**config.mk**
```make
export PLATFORM = sky130hd
export DESIGN_NAME = cgs_status_filter_trim
export DESIGN_NICKNAME = d
export VERILOG_FILES = /design/src/logic/cgs_status_filter_trim.v
export VERILOG_INCLUDE_DIRS = /design/src /design/src/logic
export SDC_FILE = /design/constraint.sdc
export NUM_CORES = 1
export LEC_CHECK = 0
export BUFFER_PORTS_ARGS = -buffer_cell sky130_fd_sc_hd__clkbuf_2
export CORE_ASPECT_RATIO = 0.9
export CORE_MARGIN = 3
export CORE_UTILIZATION = 40
export CTS_CLUSTER_DIAMETER = 30
export DETAILED_ROUTE_END_ITERATION = 10
export PLACE_DENSITY_LB_ADDON = 0.05
export SETUP_SLACK_MARGIN = 0.2
export SYNTH_ARGS = -nofsm -noshare
export SYNTH_HDL_FRONTEND = slang
export SYNTH_SLANG_ARGS = --single-unit
```
**constraint.sdc**
```tcl
create_clock -name hclk -period 2.58 [get_ports hclk]
set_input_delay 0.516 -clock hclk [delete_from_list [all_inputs] [get_ports hclk]]
set_output_delay 0.516 -clock hclk [all_outputs]
set_load 0.05 [all_outputs]
```
**src/logic/cgs_consts.vh**
```
/*
  register offsets, field positions, reset values and timing counts for the
  clock generator status, filter and trim block.
  assumes: included by the design file by its bare name.
*/
`ifndef CGS_CONSTS_VH
`define CGS_CONSTS_VH

// ----------------------------------------------------------------------
// register byte offsets
// ----------------------------------------------------------------------
`define CGS_OFF_STATUS_MAIN  8'h00
`define CGS_OFF_STATUS_OSC   8'h04
`define CGS_OFF_FILTER_UPPER 8'h08
`define CGS_OFF_FILTER_LOWER 8'h0c
`define CGS_OFF_TRIM         8'h10
`define CGS_OFF_CONTROL      8'h14

// ----------------------------------------------------------------------
// field positions
// ----------------------------------------------------------------------
`define CGS_MODE_HI          7
`define CGS_MODE_LO          6
`define CGS_REFSRC_BIT       5
`define CGS_LOL_BIT          4
`define CGS_LOCK_BIT         3
`define CGS_LOC_BIT          2
`define CGS_ERV_BIT          1
`define CGS_IRQ_BIT          0
`define CGS_STABLE_BIT       0
`define CGS_CTL_LOCK_LOSS_RESET_ENABLE_BIT    7
`define CGS_CTL_CLOCK_LOSS_RESET_ENABLE_BIT    3

// ----------------------------------------------------------------------
// mode codes
// ----------------------------------------------------------------------
`define CGS_MODE_SELF        2'h0
`define CGS_MODE_ENG_INT     2'h1
`define CGS_MODE_BYP_EXT     2'h2
`define CGS_MODE_ENG_EXT     2'h3

// ----------------------------------------------------------------------
// reset values
// ----------------------------------------------------------------------
`define CGS_FILTER_RESET     12'h000
`define CGS_TRIM_RESET       8'h80
`define CGS_CTL_RESET        8'h00

// ----------------------------------------------------------------------
// timing
// ----------------------------------------------------------------------
`define CGS_LATCH_CYCLES     2'h2

`endif

```
**src/logic/cgs_status_filter_trim.v**
```verilog
/*
  status, filter and trim registers of the clock generator, as an
  ahb-lite slave with zero wait states.
  assumes: the mode machine, lock detector, clock monitors and oscillator
  sit outside and report through level inputs on hclk; they read back the
  filter value, trim and the interrupt and reset requests from the outputs here.
*/
`timescale 1ns/1ns
`default_nettype none
`include "cgs_consts.vh"

module cgs_status_filter_trim #(
  parameter FILTER_WIDTH = 12
) (
  // clock and reset
  input  wire        hclk,
  input  wire        hresetn,
  // ahb-lite slave
  input  wire        hsel,
  input  wire [7:0]  haddr,
  input  wire [1:0]  htrans,
  input  wire        hwrite,
  input  wire [2:0]  hsize,
  input  wire [31:0] hwdata,
  input  wire        hready,
  output wire [31:0] hrdata,
  output wire        hreadyout,
  output wire        hresp,
  // mode machine interface
  input  wire [1:0]  clock_mode_select,
  input  wire [1:0]  active_mode,
  input  wire        gen_off,
  input  wire        reference_crystal,
  // monitors
  input  wire        fll_locked,
  input  wire        lock_lost_event,
  input  wire        clock_lost_event,
  input  wire        ext_reference_stable,
  input  wire        count_error_settled,
  input  wire        osc_core_clock_active,
  input  wire        loop_filter_update,
  input  wire [11:0] loop_filter_value,
  // outputs to the clock generator
  output reg  [11:0] filter_value_ff,
  output reg  [7:0]  trim_ff,
  output wire        clkgen_irq_req,
  output wire        clkgen_reset_req,
  output wire        osc_monitor_enable,
  output wire        engage_allowed
);

  // ----------------------------------------------------------------------
  // state
  // ----------------------------------------------------------------------
  reg  [1:0]  mode_sync1_ff;
  reg  [1:0]  clock_mode_status_ff;
  reg         loss_of_lock_flag_ff;
  reg         clock_loss_flag_ff;
  reg         clkgen_irq_flag_ff;
  reg         clear_armed_ff;
  reg         osc_core_stable_ff;
  reg  [7:0]  control_ff;
  reg  [1:0]  latch_cnt_ff;
  reg  [3:0]  upper_hold_ff;
  reg  [7:0]  lower_hold_ff;
  reg         dp_valid_ff;
  reg         dp_write_ff;
  reg  [7:0]  dp_addr_ff;
  reg  [31:0] hrdata_ff;

  wire        lock_loss_reset_enable;
  wire        clock_loss_reset_enable;
  wire        addr_take;
  wire        wr_go;
  wire        rd_go;
  wire        lol_irq;
  wire        loc_irq;
  wire        irq_event;
  wire        irq_clear;
  wire        filter_writable;
  wire        latch_busy;
  wire        lock_bit;
  wire [7:0]  status_main;
  reg  [31:0] nxt_hrdata;

  // ----------------------------------------------------------------------
  // bus decode
  // ----------------------------------------------------------------------
  // address phase captured when the bus is ready; always ok, zero wait
  assign addr_take = hsel & htrans[1] & hready;
  assign wr_go     = dp_valid_ff & dp_write_ff;
  assign rd_go     = addr_take & ~hwrite;
  assign hreadyout = 1'b1;
  assign hresp     = 1'b0;
  assign hrdata    = hrdata_ff;

  function hit;
    input [7:0] a;
    input [7:0] off;
    begin
      hit = (a[7:2] == off[7:2]);
    end
  endfunction

  // data phase registers: target, direction and validity for the next cycle
  always @(posedge hclk or negedge hresetn) begin
    if (!hresetn) begin
      dp_valid_ff <= 1'b0;
      dp_write_ff <= 1'b0;
      dp_addr_ff  <= 8'h00;
    end else begin
      dp_valid_ff <= addr_take;
      dp_write_ff <= hwrite;
      dp_addr_ff  <= haddr;
    end
  end

  // ----------------------------------------------------------------------
  // status composition
  // ----------------------------------------------------------------------
  // lock bit masked outside the engaged modes
  assign lock_bit = fll_locked & ~gen_off &
                    (clock_mode_status_ff == `CGS_MODE_ENG_INT |
                     clock_mode_status_ff == `CGS_MODE_ENG_EXT);

  assign status_main = {clock_mode_status_ff,
                        reference_crystal,
                        loss_of_lock_flag_ff,
                        lock_bit,
                        clock_loss_flag_ff,
                        ext_reference_stable,
                        clkgen_irq_flag_ff};

  // read mux, data stands from the address phase edge
  always @* begin
    nxt_hrdata = 32'h00000000;
    if (hit(haddr, `CGS_OFF_STATUS_MAIN))
      nxt_hrdata[7:0] = status_main;
    else if (hit(haddr, `CGS_OFF_STATUS_OSC))
      nxt_hrdata[`CGS_STABLE_BIT] = osc_core_stable_ff;
    else if (hit(haddr, `CGS_OFF_FILTER_UPPER))
      nxt_hrdata[3:0] = filter_value_ff[11:8];
    else if (hit(haddr, `CGS_OFF_FILTER_LOWER))
      nxt_hrdata[7:0] = filter_value_ff[7:0];
    else if (hit(haddr, `CGS_OFF_TRIM))
      nxt_hrdata[7:0] = trim_ff;
    else if (hit(haddr, `CGS_OFF_CONTROL))
      nxt_hrdata[7:0] = control_ff;
  end

  // read data captured at the address phase, held until the next read
  always @(posedge hclk or negedge hresetn) begin
    if (!hresetn)
      hrdata_ff <= 32'h00000000;
    else if (rd_go)
      hrdata_ff <= nxt_hrdata;
  end

  // ----------------------------------------------------------------------
  // mode status synchroniser
  // ----------------------------------------------------------------------
  // two stages, so an active_mode change reaches the status bits two cycles later
  always @(posedge hclk or negedge hresetn) begin
    if (!hresetn) begin
      mode_sync1_ff        <= `CGS_MODE_SELF;
      clock_mode_status_ff <= `CGS_MODE_SELF;
    end else begin
      mode_sync1_ff        <= active_mode;
      clock_mode_status_ff <= mode_sync1_ff;
    end
  end

  // ----------------------------------------------------------------------
  // reset-enable control register
  // ----------------------------------------------------------------------
  assign lock_loss_reset_enable  = control_ff[`CGS_CTL_LOCK_LOSS_RESET_ENABLE_BIT];
  assign clock_loss_reset_enable = control_ff[`CGS_CTL_CLOCK_LOSS_RESET_ENABLE_BIT];

  // reset enables and scratch bits, written in the data phase
  always @(posedge hclk or negedge hresetn) begin
    if (!hresetn)
      control_ff <= `CGS_CTL_RESET;
    else if (wr_go && hit(dp_addr_ff, `CGS_OFF_CONTROL))
      control_ff <= hwdata[7:0];
  end

  // ----------------------------------------------------------------------
  // sticky loss flags
  // ----------------------------------------------------------------------
  // flags hold until the irq clear sequence completes; set wins over clear
  always @(posedge hclk or negedge hresetn) begin
    if (!hresetn) begin
      loss_of_lock_flag_ff <= 1'b0;
      clock_loss_flag_ff   <= 1'b0;
    end else begin
      if (lock_lost_event)
        loss_of_lock_flag_ff <= 1'b1;
      else if (irq_clear)
        loss_of_lock_flag_ff <= 1'b0;
      if (clock_lost_event)
        clock_loss_flag_ff <= 1'b1;
      else if (irq_clear)
        clock_loss_flag_ff <= 1'b0;
    end
  end

  // requests routed by the reset enables
  assign lol_irq = lock_lost_event & ~lock_loss_reset_enable;
  assign loc_irq = clock_lost_event & ~clock_loss_reset_enable;
  assign clkgen_reset_req = (loss_of_lock_flag_ff & lock_loss_reset_enable) |
                            (clock_loss_flag_ff & clock_loss_reset_enable);
  assign irq_event = lol_irq | loc_irq;

  // ----------------------------------------------------------------------
  // interrupt flag and clear sequence
  // ----------------------------------------------------------------------
  // clear needs a status read with flag set, then a write of one
  assign irq_clear = wr_go & hit(dp_addr_ff, `CGS_OFF_STATUS_MAIN) &
                     hwdata[`CGS_IRQ_BIT] & clear_armed_ff;

  always @(posedge hclk or negedge hresetn) begin
    if (!hresetn) begin
      clkgen_irq_flag_ff <= 1'b0;
      clear_armed_ff     <= 1'b0;
    end else begin
      if (irq_event) begin
        clkgen_irq_flag_ff <= 1'b1;
        clear_armed_ff     <= 1'b0;
      end else begin
        if (irq_clear) begin
          clkgen_irq_flag_ff <= 1'b0;
          clear_armed_ff     <= 1'b0;
        end else if (rd_go && hit(haddr, `CGS_OFF_STATUS_MAIN) && clkgen_irq_flag_ff)
          clear_armed_ff <= 1'b1;
      end
    end
  end
  assign clkgen_irq_req = clkgen_irq_flag_ff;

  // ----------------------------------------------------------------------
  // oscillator stable bit
  // ----------------------------------------------------------------------
  // registered stable flag, dropped whenever the generator is off
  always @(posedge hclk or negedge hresetn) begin
    if (!hresetn)
      osc_core_stable_ff <= 1'b0;
    else if (gen_off)
      osc_core_stable_ff <= 1'b0;
    else
      osc_core_stable_ff <= count_error_settled & osc_core_clock_active;
  end

  // engaged modes wait on stability; monitor only once stable
  assign engage_allowed     = osc_core_stable_ff & ~gen_off;
  assign osc_monitor_enable = osc_core_stable_ff &
                              (clock_mode_status_ff != `CGS_MODE_SELF |
                               ~gen_off);

  // ----------------------------------------------------------------------
  // filter value
  // ----------------------------------------------------------------------
  assign filter_writable = (clock_mode_select == `CGS_MODE_SELF);
  assign latch_busy      = (latch_cnt_ff != 2'h0);

  // lower write is held; upper write commits all twelve bits together
  always @(posedge hclk or negedge hresetn) begin
    if (!hresetn) begin
      filter_value_ff <= `CGS_FILTER_RESET;
      latch_cnt_ff    <= 2'h0;
      upper_hold_ff   <= 4'h0;
      lower_hold_ff   <= 8'h00;
    end else begin
      if (latch_cnt_ff == 2'h1)
        filter_value_ff <= {upper_hold_ff, lower_hold_ff};
      else if (!filter_writable && loop_filter_update)
        filter_value_ff <= loop_filter_value;
      if (latch_busy)
        latch_cnt_ff <= latch_cnt_ff - 2'h1;
      if (wr_go && filter_writable && hit(dp_addr_ff, `CGS_OFF_FILTER_LOWER))
        lower_hold_ff <= hwdata[7:0];
      if (wr_go && filter_writable && !latch_busy &&
          hit(dp_addr_ff, `CGS_OFF_FILTER_UPPER)) begin
        upper_hold_ff <= hwdata[3:0];
        latch_cnt_ff  <= `CGS_LATCH_CYCLES;
      end
    end
  end

  // ----------------------------------------------------------------------
  // trim
  // ----------------------------------------------------------------------
  // binary weighted code straight to the reference period control
  always @(posedge hclk or negedge hresetn) begin
    if (!hresetn)
      trim_ff <= `CGS_TRIM_RESET;
    else if (wr_go && hit(dp_addr_ff, `CGS_OFF_TRIM))
      trim_ff <= hwdata[7:0];
  end

endmodule // cgs_status_filter_trim
`default_nettype wire

```
==> out/results.ini <==
[status]
outcome = finished clean

[logic_synthesis]
post_synth_num_cell_types = 43
yosys.area.top_type = sky130_fd_sc_hd__dfrtp_1
synth_cells = 258
yosys_register_bits = 67
syn_area_mm2 = 0.00310
synth_async_sr_flop_share = 1.00
post_synthesis_sequential_area_ratio = 0.542
synth_edf_count = 0
synth_top_flop_cell = sky130_fd_sc_hd__dfrtp_1
portion_of_synthesized_cell_area_occupied_by_the_leading_cell_type = 0.534
syn-mean-instance-area_um2 = 12.0
yosys_warning_total = 0
synth.area.top_cells = sky130_fd_sc_hd__dfrtp_1, sky130_fd_sc_hd__mux2_2, sky130_fd_sc_hd__buf_4

[pwr]
power.density_cell_area_mw_per_mm2 = 880
power.internal_mw = 1.95
relative_contribution_of_the_clock_network_to_total_power = 0.269
netSwitchingPower_mw = 1.31
share_comb_of_total_power = 0.328
power.share.sequential = 0.402
finalPower_mw = 3.26
leakagePower_nw = 1.84
sw_frac_of_total = 0.402
worst_ir_drop_on_vdd_uv = 485

[worst_hold_path]
hold_path_class = input port to async pin

[drt]
vias_per_instance = 4.97
antenna_violating_nets_post_route = 0
detail_route.drc_violations = 0
drt_first_iter_violations = 79
drt_wl_total_mm = 7.20
drt_pre_antenna_iters = 4
vias = 2180
routed_wire_per_std_cell_um = 16.4

[die]
initial_core_util = 0.424
floorplan.rows = 29
die_h_um = 89.5
num_io_pins = 133
fp.coreArea_mm2 = 0.00729
floorplan.die.width_um = 98.7
die_area_mm2 = 0.00883

[sta]
period_share = 0.702
clock_skew_ns = 0.00736
max_clock_freq_ghz = 0.552
period_needed_ns = 1.81
timing_worst_slew_pin_value_ns = 0.570
setup_viol = 0
grt_setup_unrepaired = no
final.setup.tns_ns = 0
slew_headroom = 0.620
hold_slack_ns = 0.157
finalHoldViolCount = 0
timing_max_transition_violations_final = 0

[grt]
grt_overflow = 0
gr-usage-all-layers = 0.173
maximum_number_of_pins_on_one_net_before_global_route_repair = 33
grt-busiest-layer = met2
grt_antenna_before_repair = 0
grt_util_met2 = 0.265
grt_use_met1 = 0.239
use_met3 = 0.0484
first_global_vias = 2149
grt_first_pass_wirelength_mm = 11.4

[worst_setup_path]
critPathMaxStageDelay_ns = 0.42
critical-path-slowest-cell = sky130_fd_sc_hd__dfrtp_1
crit_path_cell_trace = o31a_1 -> clkbuf_2
worstPathRequired_ns = 2.06
critPathMaxFanout = 4
setup.worst_path.start_class = register
setup.worst_path.class = register to output port
critPathArrivalTime_ns = 1.29
worstSetupEndpointType = output port

[finish]
final_layout_size_suffix_gt1_frac = 0.390
non_filler_instance_count_after_layout = 439
antenna-diode-count = 0
final.fill_count = 703
finish.net_count = 418
post_route_cell_area_mm2 = 0.00370
area_growth_from_synthesis_to_layout_pct = 19.6

[clock_tree]
cts_root_buf = sky130_fd_sc_hd__clkbuf_8
numClockSinks = 67
cts_tree = yes
holdBufCountCts = 0
post_cts.resized_instances = 0
buffers_from_clock_root_to_sink_at_most = 2
clk_lat_worst_skew_ns = 0.34
postCtsSetupRepairBufs = 0
cts-buffers-inserted = 9
worst_setup_hold_path_clk_slew_ns = 0.08
htree_num_levels = 3

[placement]
io_buffer_count = 76
place_area_mm2 = 0.00350
dp_hpwl_mm = 5.37
numPlacedInstances = 423
placer_s_final_routability_congestion_estimate = 0.768

[job]
maxCapViolations = 0

## power groups by stage
| stage | registers, mW | logic (mW) | clock network [mW] |
|---|---|---|---|
| 2_1_floorplan | 1.69 | 0.431 | 0 |
| 3_3_place_gp | 1.33 | 1.07 | 0 |
| 3_5_place_dp | 1.33 | 1.08 | 0 |
| 4_1_cts | 1.31 | 1.08 | 0.908 |
| 5_1_grt | 1.33 | 1.15 | 0.960 |
| 6_report | 1.31 | 1.07 | 0.878 |
## flip-flops by register name, summed over array words and instances (netlist names)
name	flops
loss_of_lock_flag_ff	1
control_ff	8
lower_hold_ff	8
mode_sync1_ff	2
clear_armed_ff	1
filter_value_ff	12
clkgen_irq_req	1
dp_valid_ff	1
upper_hold_ff	4
trim_ff	8
latch_cnt_ff	2
dp_write_ff	1
hrdata	8
dp_addr_ff	6
clock_loss_flag_ff	1
clock_mode_status_ff	2
osc_core_stable_ff	1
## placed cells by master, fill, tap and decap left out, types with 6 or more instances in the layout
master,n
sky130_fd_sc_hd__clkbuf_2,76
sky130_fd_sc_hd__conb_1,26
sky130_fd_sc_hd__mux2_2,28
sky130_fd_sc_hd__nor2_1,6
sky130_fd_sc_hd__a21oi_1,16
sky130_fd_sc_hd__clkbuf_8,10
sky130_fd_sc_hd__dfrtp_1,66
sky130_fd_sc_hd__mux2i_1,13
sky130_fd_sc_hd__nand2_1,9
sky130_fd_sc_hd__o22ai_1,15
sky130_fd_sc_hd__inv_1,16
## synthesized netlist by cell type (all sizes together), types with 2 or more instances
master,n
a221o,3
a21o,3
nand2b,4
buf,31
nand4,2
conb,2
ha,2
mux2i,13
a21oi,16
a2bb2oi,3
nor3,2
inv,16
nand2,11
clkbuf,2
nor3b,2
nor2,6
o21ai,2
and3b,2
a22oi,2
nor2b,2
and3,2
nand3,5
dfrtp,66
o22ai,15
a22o,3
mux2,29
and4bb,2
## worst paths after layout
check | from | end | slack, ns | cells past startpoint
worst max-delay path | clock_mode_status_ff[0]$_DFF_PN0_ | osc_monitor_enable | 0.77 | 2
worst min-delay path | hresetn | loss_of_lock_flag_ff$_DFFE_PN0P_ | 0.16 | 1
worst max register to register | latch_cnt_ff[0]$_DFFE_PN0P_ | filter_value_ff[2]$_DFFE_PN0P_ | 0.92 | 5
worst min register to register | mode_sync1_ff[0]$_DFF_PN0_ | clock_mode_status_ff[0]$_DFF_PN0_ | 0.35 | 0
max in group asynchronous | hresetn | trim_ff[7]$_DFFE_PN1P_ | 1.73 | 2
min in group hclk | active_mode[0] | mode_sync1_ff[0]$_DFF_PN0_ | 0.28 | 1
## critical path, delay by kind of cell, from the launching register on
kind,cells,cell delay [ns]
flops,1,0.42
buf+inv,1,0.23
compound gates,1,0.30
## area by class of cell
type / instances / area (um2) / share of cell area
timing repair buffer: 81 / 430 / 0.116
sequential: 67 / 1680 / 0.453
clock buffer: 10 / 138 / 0.0372
tap: 93 / 116 / 0.0314
inverter: 16 / 60.1 / 0.0162
clock inverter: 6 / 65.1 / 0.0176
multi-input combinational: 166 / 1220 / 0.328
## cell families (layout without fill, tap and decap cells)
| family | count (synthesis) | in the layout | share of synthesized area |
|---|---|---|---|
| buffers and inverters | 49 | 113 | 0.0942 |
| AOI/OAI and AO/OA | 51 | 51 | 0.109 |
| and+or+nand+nor | 45 | 45 | 0.0958 |
| DFF | 67 | 67 | 0.542 |
| adders and majority gates | 2 | 2 | 0.00808 |
| muxes | 42 | 42 | 0.149 |
| other | 2 | 26 | 0.00243 |
## through the flow
stage               setup WS, ns  utilization
floorplan                  0.859            -
global placement           0.680        0.480
detailed placement         0.638        0.480
CTS                        0.745        0.508
global route               0.716        0.508
finish                     0.769        0.508
## layer usage
metal	up-vias	part of all wire	wire, um
li1	1031	-	-
met1	1073	0.48	3440
met2	70	0.46	3300
met3	6	0.055	395
met4	0	0.0082	59
met5	-	0	0
Power figures use the tool's default switching activity.
